## config.mk

```make
export PLATFORM = sky130hd
export DESIGN_NAME = frame_trigger_strobe_window
export DESIGN_NICKNAME = d
export VERILOG_FILES = /design/src/trigger_strobe_pkg.sv /design/src/frame_trigger_strobe_window.sv
export VERILOG_INCLUDE_DIRS = /design/src
export SDC_FILE = /design/constraint.sdc
export NUM_CORES = 1
export LEC_CHECK = 0
export BUFFER_PORTS_ARGS = -buffer_cell sky130_fd_sc_hd__buf_2
export CAP_MARGIN = 20
export CORE_MARGIN = 2
export CORE_UTILIZATION = 57
export DETAILED_ROUTE_END_ITERATION = 8
export PLACE_DENSITY = 0.9
export SYNTH_ARGS = -nofsm -noshare
export SYNTH_HDL_FRONTEND = slang
export SYNTH_SLANG_ARGS = --single-unit
```

## constraint.sdc

```tcl
create_clock -name mclk_in -period 3.9 [get_ports mclk_in]
set_input_delay 0.78 -clock mclk_in [delete_from_list [all_inputs] [get_ports mclk_in]]
set_output_delay 0.78 -clock mclk_in [all_outputs]
set_load 0.02 [all_outputs]
```

## src/trigger_strobe_defs.svh

```systemverilog
/*
  register offsets, field positions and reset values for the
  frame trigger, flash strobe and window-of-interest block.
  assumes an 8-bit register port addressed by the documented offsets.
*/
// Overview of operation
// - request bit gives one-cycle trigger pulse
// - always bit holds trigger high continuously
// - external enable lets trigger pin drive trigger
// - auto enable makes device generate strobe
// - auto strobe only in single-frame rolling mode
// - auto strobe rises when all rows integrate
// - width one: high until row before readout
// - width zero: high for one row period
// - force bit holds strobe high until cleared
// - force bit overrides auto enable and width
// - row and column start give window corner
// - no check or limit on window settings
// - row start is high[2:0] joined with low
// - capture bit: zero continuous, one single-frame
// - window rows equal row size plus one
`ifndef TRIGGER_STROBE_DEFS_SVH
`define TRIGGER_STROBE_DEFS_SVH

`define OFS_CAPTURE_MODE 8'h40
`define OFS_TRIGGER_STROBE_CONTROL 8'h42
`define OFS_WINDOW_ROW_START_HIGH 8'h45
`define OFS_WINDOW_ROW_START_LOW 8'h46
`define OFS_WINDOW_ROW_SIZE_HIGH 8'h47
`define OFS_WINDOW_ROW_SIZE_LOW 8'h48
`define OFS_WINDOW_COL_START_HIGH 8'h49
`define OFS_WINDOW_COL_START_LOW 8'h4a
`define OFS_WINDOW_COL_SIZE_HIGH 8'h4b
`define OFS_WINDOW_COL_SIZE_LOW 8'h4c

`define BIT_TRIGGER_REQUEST 0
`define BIT_TRIGGER_ALWAYS 1
`define BIT_EXTERNAL_TRIGGER_ENABLE 2
`define BIT_STROBE_AUTO 3
`define BIT_STROBE_WIDTH 4
`define BIT_STROBE_FORCE 5
`define BIT_SINGLE_FRAME_ROLLING 6

`define RST_CONTROL 8'h00
`define RST_CAPTURE_MODE 8'h00
`define RST_ROW_START 11'h010
`define RST_ROW_SIZE 11'h3ff
`define RST_COL_START 11'h008
`define RST_COL_SIZE 11'h4ff

`endif

```

## src/trigger_strobe_pkg.sv

```systemverilog
/*
  types for the frame trigger, flash strobe and window-of-interest block.
  assumes trigger_strobe_defs.svh for all register numbers.
*/
`default_nettype none
package trigger_strobe_pkg;

  typedef struct packed {
    logic strobe_force;
    logic strobe_width;
    logic strobe_auto;
    logic external_trigger_enable;
    logic trigger_always;
  } control_t;

  typedef struct packed {
    logic [10:0] row_start;
    logic [10:0] col_start;
    logic [10:0] row_size;
    logic [10:0] col_size;
  } window_of_interest_t;

  typedef enum logic [2:0] {
    ST_IDLE = 3'b001,
    ST_WIDE = 3'b010,
    ST_ONE_ROW = 3'b100
  } strobe_state_t;

endpackage
`default_nettype wire
```

## src/frame_trigger_strobe_window.sv

```systemverilog
/*
  frame trigger, flash strobe and window-of-interest register block:
  control, capture-mode and window registers, a two-flop synchroniser
  on the trigger pin and the automatic strobe sequencer.
  window values are stored as written, with no range check.
  assumes an 8-bit register port on mclk_in and row timing events
  (all rows integrating, row tick, one row before readout) from the
  sensor timing logic on the same clock; the trigger pin is asynchronous.
  the row-time events must be single-cycle pulses.
*/
`timescale 1ns/1ps
`default_nettype none
`include "trigger_strobe_defs.svh"

module frame_trigger_strobe_window
  import trigger_strobe_pkg::*;
(
  input wire logic mclk_in,
  input wire logic rstn_in,
  input wire logic reg_write_in,
  input wire logic [7:0] reg_addr_in,
  input wire logic [7:0] reg_wdata_in,
  output logic [7:0] reg_rdata_out,
  input wire logic trigger_pin_in,
  input wire logic all_rows_integrating_in,
  input wire logic row_tick_in,
  input wire logic row_before_readout_in,
  output logic frame_trigger_out,
  output logic strobe_out,
  output logic single_frame_rolling_out,
  output window_of_interest_t window_of_interest_out,
  output logic [10:0] window_rows_out
);

  control_t ctrl_q, ctrl_d;
  logic single_frame_rolling_q, single_frame_rolling_d;
  window_of_interest_t woi_q, woi_d;
  logic request_q, request_d;
  logic trig_meta_q, trig_meta_d;
  logic trig_sync_q, trig_sync_d;
  logic frame_trigger_q, frame_trigger_d;
  logic strobe_q, strobe_d;
  strobe_state_t state_q, state_d;
  logic [7:0] rdata_q, rdata_d;
  logic [10:0] rows_q, rows_d;

  function automatic logic [7:0] high_byte(input logic [10:0] v);
    high_byte = {5'h00, v[10:8]};
  endfunction

  // row count of the window
  function automatic logic [10:0] window_rows(input logic [10:0] size);
    window_rows = 11'(size + 11'h001);
  endfunction

  // register writes; no range checking of window values
  always_comb
  begin
    ctrl_d = ctrl_q;
    single_frame_rolling_d = single_frame_rolling_q;
    woi_d = woi_q;
    request_d = 1'b0;
    if (reg_write_in)
    begin
      unique case (reg_addr_in)
        `OFS_CAPTURE_MODE:
          single_frame_rolling_d = reg_wdata_in[`BIT_SINGLE_FRAME_ROLLING];
        `OFS_TRIGGER_STROBE_CONTROL:
        begin
          request_d = reg_wdata_in[`BIT_TRIGGER_REQUEST];
          ctrl_d.trigger_always = reg_wdata_in[`BIT_TRIGGER_ALWAYS];
          ctrl_d.external_trigger_enable = reg_wdata_in[`BIT_EXTERNAL_TRIGGER_ENABLE];
          ctrl_d.strobe_auto = reg_wdata_in[`BIT_STROBE_AUTO];
          ctrl_d.strobe_width = reg_wdata_in[`BIT_STROBE_WIDTH];
          ctrl_d.strobe_force = reg_wdata_in[`BIT_STROBE_FORCE];
        end
        `OFS_WINDOW_ROW_START_HIGH: woi_d.row_start[10:8] = reg_wdata_in[2:0];
        `OFS_WINDOW_ROW_START_LOW: woi_d.row_start[7:0] = reg_wdata_in;
        `OFS_WINDOW_ROW_SIZE_HIGH: woi_d.row_size[10:8] = reg_wdata_in[2:0];
        `OFS_WINDOW_ROW_SIZE_LOW: woi_d.row_size[7:0] = reg_wdata_in;
        `OFS_WINDOW_COL_START_HIGH: woi_d.col_start[10:8] = reg_wdata_in[2:0];
        `OFS_WINDOW_COL_START_LOW: woi_d.col_start[7:0] = reg_wdata_in;
        `OFS_WINDOW_COL_SIZE_HIGH: woi_d.col_size[10:8] = reg_wdata_in[2:0];
        `OFS_WINDOW_COL_SIZE_LOW: woi_d.col_size[7:0] = reg_wdata_in;
        default: ;
      endcase
    end
    rows_d = window_rows(woi_d.row_size);
  end

  // read mux; request bit always reads zero
  always_comb
  begin
    unique case (reg_addr_in)
      `OFS_CAPTURE_MODE: rdata_d = {1'b0, single_frame_rolling_q, 6'h00};
      `OFS_TRIGGER_STROBE_CONTROL: rdata_d = {2'h0, ctrl_q, 1'b0};
      `OFS_WINDOW_ROW_START_HIGH: rdata_d = high_byte(woi_q.row_start);
      `OFS_WINDOW_ROW_START_LOW: rdata_d = woi_q.row_start[7:0];
      `OFS_WINDOW_ROW_SIZE_HIGH: rdata_d = high_byte(woi_q.row_size);
      `OFS_WINDOW_ROW_SIZE_LOW: rdata_d = woi_q.row_size[7:0];
      `OFS_WINDOW_COL_START_HIGH: rdata_d = high_byte(woi_q.col_start);
      `OFS_WINDOW_COL_START_LOW: rdata_d = woi_q.col_start[7:0];
      `OFS_WINDOW_COL_SIZE_HIGH: rdata_d = high_byte(woi_q.col_size);
      `OFS_WINDOW_COL_SIZE_LOW: rdata_d = woi_q.col_size[7:0];
      default: rdata_d = 8'h00;
    endcase
  end

  // trigger pin synchroniser and frame trigger sources
  always_comb
  begin
    trig_meta_d = trigger_pin_in;
    trig_sync_d = trig_meta_q;
    frame_trigger_d = request_q
      | ctrl_q.trigger_always
      | (ctrl_q.external_trigger_enable & trig_sync_q);
  end

  // automatic strobe sequencer
  always_comb
  begin
    state_d = state_q;
    if (!(ctrl_q.strobe_auto && single_frame_rolling_q))
      state_d = ST_IDLE;
    else
    begin
      unique case (state_q)
        ST_IDLE:
          if (all_rows_integrating_in)
            state_d = ctrl_q.strobe_width ? ST_WIDE : ST_ONE_ROW;
        ST_WIDE:
          if (row_before_readout_in)
            state_d = ST_IDLE;
        ST_ONE_ROW:
          if (row_tick_in)
            state_d = ST_IDLE;
        default: state_d = ST_IDLE;
      endcase
    end
    // strobe output: force wins over automatic
    if (ctrl_q.strobe_force)
      strobe_d = 1'b1;
    else
      strobe_d = (state_d != ST_IDLE);
  end

  // register file
  always_ff @(posedge mclk_in)
  begin
    if (!rstn_in)
    begin
      ctrl_q <= control_t'(5'(`RST_CONTROL >> 1));
      single_frame_rolling_q <= 1'(`RST_CAPTURE_MODE >> `BIT_SINGLE_FRAME_ROLLING);
      woi_q <= {`RST_ROW_START, `RST_COL_START, `RST_ROW_SIZE, `RST_COL_SIZE};
      rows_q <= window_rows(`RST_ROW_SIZE);
      request_q <= 1'b0;
    end
    else
    begin
      ctrl_q <= ctrl_d;
      single_frame_rolling_q <= single_frame_rolling_d;
      woi_q <= woi_d;
      rows_q <= rows_d;
      request_q <= request_d;
    end
  end

  // pin synchroniser and frame trigger
  always_ff @(posedge mclk_in)
  begin
    if (!rstn_in)
    begin
      trig_meta_q <= 1'b0;
      trig_sync_q <= 1'b0;
      frame_trigger_q <= 1'b0;
    end
    else
    begin
      trig_meta_q <= trig_meta_d;
      trig_sync_q <= trig_sync_d;
      frame_trigger_q <= frame_trigger_d;
    end
  end

  // strobe sequencer and strobe flop
  always_ff @(posedge mclk_in)
  begin
    if (!rstn_in)
    begin
      state_q <= ST_IDLE;
      strobe_q <= 1'b0;
    end
    else
    begin
      state_q <= state_d;
      strobe_q <= strobe_d;
    end
  end

  // registered read data
  always_ff @(posedge mclk_in)
  begin
    if (!rstn_in)
    begin
      rdata_q <= 8'h00;
    end
    else
    begin
      rdata_q <= rdata_d;
    end
  end

  // outputs straight from flops
  assign frame_trigger_out = frame_trigger_q;
  assign strobe_out = strobe_q;
  assign single_frame_rolling_out = single_frame_rolling_q;
  assign window_of_interest_out = woi_q;
  assign window_rows_out = rows_q;
  assign reg_rdata_out = rdata_q;

endmodule
`default_nettype wire

```

; ---- Word-level counts from Yosys, hierarchy flattened
; Index checks and enable logic that the tools add are counted.
[word_totals]
register_bits = 77
word_cells = 62
[op_classes]
n_addsub = 1
n_eq_ne = 14
n_mux = 13
bitwise = 3
n_reduce_logical = 10
[ops]
columns = op, count
row1 = equality test 8 x 7 -> 1 bit (second input constant), 10
row2 = one-hot mux 8 bit (10 select lines), 1
row3 = 2-to-1 mux 22 bit, 1
row4 = 2-to-1 mux 3 bit, 7
row5 = 2-to-1 mux 8 bit, 2
row6 = AND reduction 2 bit, 8
row7 = adder 11 x 1 -> 11 bit (second input constant), 1
row8 = one-hot mux 3 bit (3 select lines), 1
row9 = equality test 3 x 1 -> 1 bit (second input constant), 1
row10 = equality test 3 x 2 -> 1 bit (second input constant), 1
row11 = equality test 3 bit (second input constant), 1
row12 = != test 3 x 1 -> 1 bit (second input constant), 1
row13 = AND reduction 3 bit, 1
row14 = bitwise OR 1 bit, 2
row15 = bitwise AND 1 bit, 1
row16 = logical AND 1 bit, 1
row17 = 2-to-1 mux 1 bit, 1

; ---- Logic depth before layout (Yosys ltp)
; Gate-level depths: netlist (run 1).
[logic_depth]
depth_word = 6
depth_mapped = 7

; ---- Worst setup path before layout (run 1)
; OpenSTA, ideal clock, no wires.
[synth_path]
kind = input -> register
from = in reg_addr_in[5]
to = reg rows_q[9], in the netlist window_rows_out[9]
t_arrival_ns = 2.456
t_required_ns = 3.785
slack_ns = 1.328
stages = 6
path_cell_list = or4b_1 -> buf_2 -> nor4_4 -> mux2i_1 -> or3_1 -> and3_1
[synth_via]
elab_chain_len = 4
elab_cells_between_ends = 6
classes_between = add/sub (1) / eq/ne (2) / mux (3)
[synth_lines]
columns = item, line
row1 = "start, declared", frame_trigger_strobe_window.sv:21  ; input wire logic [7:0] reg_addr_in,
row2 = equality test 8 x 7 -> 1 bit, frame_trigger_strobe_window.sv:65  ; unique case (reg_addr_in)
row3 = 2-to-1 mux 8 bit or 2-to-1 mux 3 bit (tied branches), frame_trigger_strobe_window.sv:65
row4 = 2-to-1 mux 22 bit (*), frame_trigger_strobe_window.sv:63  ; if (reg_write_in)
row5 = adder 11 x 1 -> 11 bit (*), frame_trigger_strobe_window.sv:53  ; window_rows = 11'(size + 11'h001);
row6 = "end signal, assigned", frame_trigger_strobe_window.sv:155  ; rows_q <= window_rows(`RST_ROW_SIZE);
row7 = "end signal, assigned", frame_trigger_strobe_window.sv:163  ; rows_q <= rows_d;
row8 = "end, declared", frame_trigger_strobe_window.sv:45  ; logic [10:0] rows_q, rows_d;
; Every way passes the cells marked *; elsewhere a longest branch is shown, timed or not.
; A chain may end at the register's enable or synchronous reset.

; ---- Worst setup path after layout (run 1)
[layout_path]
from = in reg_addr_in[5]
to = reg woi_q, in the netlist window_of_interest_out[24]
[layout_via]
elab_chain_len = 2
[layout_lines]
columns = item, line
row1 = equality test 8 x 7 -> 1 bit, frame_trigger_strobe_window.sv:65
row2 = AND reduction 2 bit (no source line), --
row3 = "end signal, assigned", frame_trigger_strobe_window.sv:154  ; woi_q <= {`RST_ROW_START, `RST_COL_START, `RST_ROW_SIZE, `RST_COL_SIZE};
row4 = "end signal, assigned", frame_trigger_strobe_window.sv:162  ; woi_q <= woi_d;
row5 = "end, declared", frame_trigger_strobe_window.sv:37  ; window_of_interest_t woi_q, woi_d;
; Every way passes these cells.

==> impl.org, run 1 <==
** Place
- In this run, placement finished with an instance count of 528.
- Port-buffer cells :: 88
- Once detailed placement completed, the half-perimeter wirelength came to 6.42 mm.
- The congestion estimate from routability-driven global placement came to 0.869.

** Yosys
- Ranked by total cell area, the synthesized netlist is headed by dfxtp_1, mux2i_1, nor2b_1.
- Share of flip-flops with an asynchronous set or reset after synthesis :: 0%
- Count of flip-flops with a built-in enable after synthesis :: 0
- Number of different library cells in the post-synthesis netlist :: 51
- In this run the cell area of the synthesized design comes to 0.00355 mm^2.
- After synthesis, the largest area contributor takes up 43.4% of total cell area.
- Synthesis handed over a netlist of 387 instances.
- Sequential elements use 43.4% of the synthesized area.
- Warning count from the yosys run :: 0
- Mean Syn Cell Area :: 9.17 um^2
- Library cell with the largest summed area after synthesis :: dfxtp_1
- Synth Flop Type :: dfxtp_1
- After synthesis the netlist holds a flip-flop and latch count of 77.
- Syn nets :: 410

** Cells and area
- Area Overhead vs Synth :: 18.8%
- Nets :: 487
- At the end of the flow the core is filled with cells to 70.8%.
- The library cell used most frequently in the layout, excluding fill and tap cells, is buf_2.
- Share of layout cells above drive strength 1 :: 24.5%
- Number of inserted diodes :: 0
- Count of placed standard cells in the final layout, fillers left out :: 544
- Highest-count cells in the layout ignoring fill and taps :: buf_2, dfxtp_1, nand2_1, mux2i_1, nor2b_1

** Run status
- Run status :: finished clean

** Clock network
- Clock Latency Late Sink :: 0.35 ns
- Number of buffers created by CTS :: 9
- Post-CTS repair changed the size of 0 cells.
- TritonCTS built the clock tree.
- Clock tree synthesis selected as its root buffer the cell clkbuf_8.
- Post-CTS repair timing setup buffer count :: 0
- Maximum buffer depth of the clock tree :: 2
- Clock-pin slew reported for the worst setup and hold paths after clock tree synthesis :: 0.08 ns
- The H-tree was split into 3 levels.
- Counting every sink on the clock net gives 77.
- The number of hold buffers added after CTS was 0.

** Die
- Initial cell density of the core :: 59.6%
- Die X-Extent :: 82.9 um
- Total core area :: 0.00596 mm^2
- In this run the count of I/O pins placed on the die edge is 89.
- Standard-cell row count :: 28
- Die outline height :: 82.9 um
- The die covers 0.00687 mm^2.

** Timing
- Final Hold Fails :: 0
- Final worst-path cycle share :: 72.9%
- For the final routed database, the setup TNS stands at 0 ns.
- In this run the tightest slew margin relative to its limit is 37.8%.
- The smallest clock period supported by the final layout is computed as 2.84 ns.
- The number of pins exceeding their max-slew limit in the final report was 0.
- Max frequency :: 0.352 GHz
- At the pin with the least slew margin, the transition time is 0.920 ns.
- Setup skew after layout :: 0.0114 ns
- RSZ-0062 raised after global routing :: false
- Setup violations remaining at the end of the flow were counted as 0.

** Worst setup path
- STA puts the critical path data required time at 4.14 ns.
- Traced cell by cell, the critical path runs through buf_2 > nor4b_1 > nand3_1 > nor2_2 > mux2i_1 > nor2b_1.
- The slowest stage of the critical path belongs to the cell nor4b_1.
- In this design, the stage delay of the slowest critical-path cell is 0.80 ns.
- Maximum fanout count along the critical path :: 8
- STA classifies the critical path endpoint as a register.
- The setup path with the least slack is of type input pin to register.
- Setup slack on the worst reg-to-reg path comes out at 2.03 ns.
- STA classifies the critical path startpoint as an input pin.
- Data arrives at the worst endpoint at 3.08 ns.

** Global routing
- Largest net degree at the start of global routing :: 69
- The first global-routing pass estimated 15.4 mm of wire.
- Across every metal layer, demand over resource in global routing totals 27.6%.
- Total congestion overflow after global routing :: 0
- The number of antenna violations at the first check in global routing was 0.
- The number of global-route vias before repair was 3117.

** Power
- Cell leakage power :: 1.81 nW
- Worst IR drop on VDD :: 306 uV
- Portion of total power attributed to sequential cells :: 51.3%
- Net switching is 23.7% of the power.
- Combinational logic burns 7.1% of the power.
- The internal portion of the total power is 1.17 mW.
- Part of the total power dissipated in the clock network :: 41.5%
- For this design the total switching power over the nets is 0.364 mW.
- Pwr Total :: 1.54 mW
- Total power divided by cell area :: 365 mW/mm^2

** Detailed routing
- Number of DRC violations after detailed routing :: 0
- Across all layers, the routed design uses 3265 vias.
- The detailed router finished its first iteration with 440 violations.
- Per-cell routed wire length :: 17.6 um
- Remaining number of nets flagged by the antenna check after routing :: 0
- First-pass DRT Iterations :: 5
- Dividing the detail-routed via count by the number of cells gives 6.00.
- Sum of routed wire length over all layers :: 9.56 mm

** Job
- Max-cap violation count :: 0

** Worst hold path
- Worst hold path class :: register to register
-- Yosys cell counts, types with 2 or more instances --
library cell  count
or3_1             3
xor2_1            6
nand3_1           7
dfxtp_1          77
a221oi_1          7
o211a_1           7
clkbuf_1         19
a211oi_1          2
o21ai_0          10
a22oi_1           5
and3_1            2
a21oi_1           7
o22ai_1           3
mux2i_1          49
nor2b_1          34
nor4_1            2
a21boi_0          3
xnor2_1           7
mux2_2            3
nand4_1           3
nor4b_1           2
nand2b_1          3
o211ai_1          3
nor2_1           21
inv_1             6
nand2_1          56
and2_1            5
buf_1             3
nor3_1           10
-- state kept, by name, summed over array words and instances, names as in the netlist --
| signal | count |
|---|---|
| ctrl_q | 5 |
| frame_trigger_out | 1 |
| reg_rdata_out | 8 |
| request_q | 1 |
| single_frame_rolling_out | 1 |
| state_q | 3 |
| strobe_out | 1 |
| trig_meta_q | 1 |
| trig_sync_q | 1 |
| window_of_interest_out | 44 |
| window_rows_out | 11 |
-- metal layers --
metal / track usage, % / part of all wire, %
met4: 14.5 / 3.1
met5: 0 / 0
met1: 34.6 / 40
met3: 4.77 / 8.5
met2: 45.5 / 48
-- metrics by stage --
stage	instance area (um^2)	hold slack [ns]	setup WS (ns)
after floorplan	3550	0.412	1.33
after global placement	4000	0.424	1.05
after detailed placement	4000	0.427	0.959
after CTS	4210	0.447	1.18
after global routing	4210	0.473	1.02
final	4210	0.442	1.06
-- logic make-up (layout without fill, tap and decap cells) --
group,after synthesis,after routing,synth area share [%]
compound gates,57,57,11.7
xor+xnor,13,13,3.21
buf+inv,31,113,3.42
flops,77,77,43.4
mux,53,53,15.4
simple gates,156,156,22.8
-- critical path: cells and delay by family --
family | cells | cell delay [ns]
buffers and inverters | 1 | 0.11
multiplexers | 1 | 0.33
AND/OR/NAND/NOR | 4 | 1.86
-- power by group through the flow --
stage               clock network (mW)  registers, mW  logic, mW
floorplan                            0          0.809     0.0702
global placement                     0          0.808      0.102
detailed placement                   0          0.808      0.105
CTS                              0.639          0.789      0.107
global route                     0.669          0.789      0.118
finish                           0.639          0.789      0.110
-- worst paths after layout --
check | endpoint | startpoint | cells past startpoint
max | window_of_interest_out[24] | reg_addr_in[5] | 6
min | trig_sync_q | trig_meta_q | 1
max reg2reg | window_rows_out[9] | window_of_interest_out[13] | 5
min reg2reg | trig_sync_q | trig_meta_q | 1
-- layout make-up --
class | instances | area [um^2]
clock buffer | 13 | 169
clock inverter | 3 | 42.5
fill | 451 | 1740
inverter | 7 | 26.3
multi-input combinational | 279 | 1890
sequential | 77 | 1540
tap | 75 | 93.8
timing repair buffer | 90 | 455
(Power assumes the default switching activity.)
==> run 2: changes to the inputs <==
--- a/config.mk
+++ b/config.mk
@@ -9,9 +9,9 @@
 export BUFFER_PORTS_ARGS = -buffer_cell sky130_fd_sc_hd__buf_2
 export CAP_MARGIN = 20
 export CORE_MARGIN = 2
-export CORE_UTILIZATION = 57
+export CORE_UTILIZATION = 48
 export DETAILED_ROUTE_END_ITERATION = 8
-export PLACE_DENSITY = 0.9
+export PLACE_DENSITY = 0.81
 export SYNTH_ARGS = -nofsm -noshare
 export SYNTH_HDL_FRONTEND = slang
 export SYNTH_SLANG_ARGS = --single-unit
==> constraint.sdc (replaced) <==
create_clock -name mclk_in -period 2.3 [get_ports mclk_in]
set_input_delay 0.46 -clock mclk_in [delete_from_list [all_inputs] [get_ports mclk_in]]
set_output_delay 0.46 -clock mclk_in [all_outputs]
set_load 0.02 [all_outputs]
==> run 2 against run 1 <==
Against the previous run: utilization shrank 9.1 points; register-to-register slack lost 1.6 ns; sequential share of layout area is 1.9 points lower; largest power group unchanged; first-iteration DRC count decreased by 55%; critical endpoint is now window_rows_out[9]; cell count up 8.3%; critical path depth increased by 1; highest routed layer unchanged; worst setup slack lost 0.89 ns; sequential power up 70%.
==> impl.org, run 2 (synthesis gave the netlist of run 1 again) <==
** Run status
- The flow ran to the end, and the final reports show no timing, DRC or antenna violations.

** Global routing
- Antenna violations before repair :: 0 (unchanged)
- The number of global-route vias before repair was 3040 (-2.5%).
- The pin count of the biggest net entering global routing is 41 (-41%).
- Total congestion overflow after global routing :: 0 (unchanged)
- The total track usage was 23.4% (-4.2 points).
- Wire length of the first global-routing pass :: 15.3 mm (-0.40%)

** Timing
- In the finished design, the share of the clock period the worst path needs comes to 93.0%.
- Timing would allow up to 0.468 GHz.
- The number of failing hold endpoints at the final stage was 0 (unchanged).
- The number of pins exceeding their max-slew limit in the final report is 0 (unchanged).
- The largest clock skew in the final design was 0.00882 ns (-0.00260 ns).
- The worst-margin pin slew is 0.537 ns (-0.382 ns).
- Relative slew slack :: 63.9% (+26 points)
- The count of final setup violators was 0 (unchanged).
- Setup repair after global routing left no endpoint under its margin.
- Counting I/O delays and the setup requirement, the final critical path takes 2.14 ns.

** Worst setup path
- The worst setup path is launched from an input pin.
- WP data required :: 2.54 ns (-1.60 ns)
- Data arrival at the endpoint of the critical path :: 2.38 ns (-0.70 ns)
- Termination of the worst setup path :: window_rows_out[9]
- Standard cell with the maximum stage delay on the critical path :: or4b_1
- The number of stages on the worst setup path came to 7 (+1).
- STA classifies the critical path endpoint as a register.
- In this design, the largest share of critical-path delay is due to simple AND/OR/NAND/NOR gates.
- Register-to-register setup slack :: 0.41 ns (-1.62 ns)
- Crit path cell chain :: buf_2 > or4b_1 > nor4_4 > buf_4 > mux2i_1 > o21ai_0 > and3_1
- The critical path starts at reg_addr_in[5].
- The endpoint identified for the worst register-to-register timing path is window_rows_out[9].
- The depth of the most critical reg-to-reg path is 5 (unchanged).
- The peak per-stage delay on the critical path is 0.63 ns (-0.17 ns).
- Startpoint of the worst-slack reg-to-reg timing path :: window_of_interest_out[13]
- Buffers plus inverters on the worst setup path :: 2 (+1)
- The critical path is of the input pin to register type.
- The maximum fanout count along the critical path is 4 (-4).

** Clock network
- The maximum number of buffers from clock root to sink came to 2 (unchanged).
- The worst-skew pair later-pin latency came to 0.35 ns (about the same).
- Total clock sinks :: 77 (unchanged)
- CTS-repair resized insts :: 0 (unchanged)
- The count of hold-fix buffers inserted at cts is 0 (unchanged).
- The clock slew at the register clock pins of the worst setup and hold paths was 0.08 ns (about the same).
- The number of post-CTS setup repair buffers came to 0 (unchanged).
- Number of buffers created by CTS :: 9 (unchanged)
- CTS tree :: built
- The root buffer cell chosen for the clock tree is clkbuf_8.
- The total number of H-tree levels came to 3 (unchanged).

** Power
- Pwr Total :: 2.81 mW (+83%)
- The switching part of the total is 22.0% (-1.7 points).
- Net switching power of the design :: 0.619 mW (+70%)
- Worst IR drop on VDD :: 359 uV (+17%)
- The leakage power summed over all cells was 1.93 nW (+6.9%).
- The share of total power in sequential cells is 47.5% (-3.8 points).
- The cell-internal power was 2.20 mW (+87%).
- The part of the total power dissipated in combinational logic is 7.1% (about the same).
- Total power divided by cell area :: 633 mW/mm^2 (+73%)
- Part of the total power dissipated in the clock network :: 45.4% (+3.9 points)

** Detailed routing
- Via count normalized by instance count :: 5.43 (-9.5%)
- The routed length per instance was 16.0 um (-9.1%).
- The number of vias after detailed routing is 3200 (-2.0%).
- The total length of routed wires is 9.40 mm (-1.6%).
- 1st-iter DRT viols :: 197 (-55%)
- The post-detailed-route DRC marker count is 0 (unchanged).
- The count of nets left with antenna violations after detail routing was 0 (unchanged).
- The count of TritonRoute iterations in the first routing pass came to 4 (-1).

** Worst hold path
- The worst hold path begins at trigger_pin_in.
- The path class of the tightest hold or removal check is input pin to register.

** Cells and area
- The post-layout instance count excluding filler cells is 589 (+8.3%).
- The utilization after layout is 61.7% (-9.1 points).
- Share of layout cells above drive strength 1 :: 28.0% (+3.4 points)
- The number of flip-flops under the largest register name came to 44 (unchanged).
- Area Overhead vs Synth :: 25.4%
- The number of antenna repair diodes is 0 (unchanged).
- Total of fill cells in the finished design :: 641 (+42%)
- The summed area of non-filler cells in the final layout is 0.00445 mm^2 (+5.6%).
- The number of nets at the end of the flow came to 508 (+4.3%).
- Leaving out fill and tap cells, the most frequent cell in the layout is buf_2.
- Leaving out fill and tap cells, the most frequent cells in the layout are buf_2, dfxtp_1, nand2_1, mux2i_1, nor2b_1.

** Die
- The starting density of the core is 49.2% (-10 points).
- The die extent in y came to 90.0 um (+8.5%).
- The count of standard-cell rows is 31 (+11%).
- The horizontal die dimension was 90.0 um (+8.5%).
- Total core area :: 0.00721 mm^2 (+21%)
- The floorplan die area came to 0.00810 mm^2 (+18%).
- The I/O pin count is 89 (unchanged).

** Place
- Detail Placement HPWL :: 6.74 mm (+5.0%)
- The placed instance count came to 573 (+8.5%).
- The placed standard-cell area is 0.00419 mm^2 (+4.7%).
- Port-buffer cells :: 88 (unchanged)
- Global placer's final weighted congestion :: 0.872 (+0.25%)

** Job
- Max-cap violation count :: 0 (unchanged)
run 2: how the worst min path moves through the flow:
stage / end / slack, ns / cells past startpoint
after floorplan: trig_sync_q / 0.41 / 1
after global placement: trig_sync_q / 0.43 / 1
after detailed placement: trig_sync_q / 0.43 / 1
after CTS: trig_meta_q / 0.32 / 2
after global routing: trig_meta_q / 0.34 / 2
final: trig_meta_q / 0.32 / 2
run 2: metal layers:
layer | global-route usage (%) | vias to the layer above | wire (um)
met3 | 3.77 | 14 | 587
li1 | - | 1550 | -
met1 | 31.6 | 1508 | 4240
met2 | 38.1 | 128 | 4410
met4 | 8.72 | 0 | 167
met5 | 0 | - | 0
run 2: power groups by stage:
stage / registers (mW) / logic, mW / clock network (mW)
detailed placement: 1.37 / 0.194 / 0
global placement: 1.37 / 0.189 / 0
CTS: 1.34 / 0.196 / 1.30
finish: 1.34 / 0.199 / 1.28
global route: 1.34 / 0.216 / 1.35
floorplan: 1.37 / 0.119 / 0
run 2: layout make-up:
| type | instances | area, um^2 | area share, % |
|---|---|---|---|
| clock buffers | 11 | 151 | 3.40 |
| clock inverters | 5 | 106 | 2.39 |
| inverters | 7 | 26.3 | 0.591 |
| multi-input cells | 279 | 1890 | 42.4 |
| flip-flops and latches | 77 | 1540 | 34.7 |
| well taps | 99 | 124 | 2.78 |
| repair buffers | 111 | 613 | 13.8 |
run 2: stage by stage:
stage	setup slack, ns	hold slack [ns]	setup TNS, ns
finish	0.162	0.325	0
floorplan	0.0480	0.412	0
detailed placement	-0.141	0.428	-0.329
CTS	0.176	0.315	0
global route	0.0783	0.336	0
global placement	-0.0746	0.428	-0.163
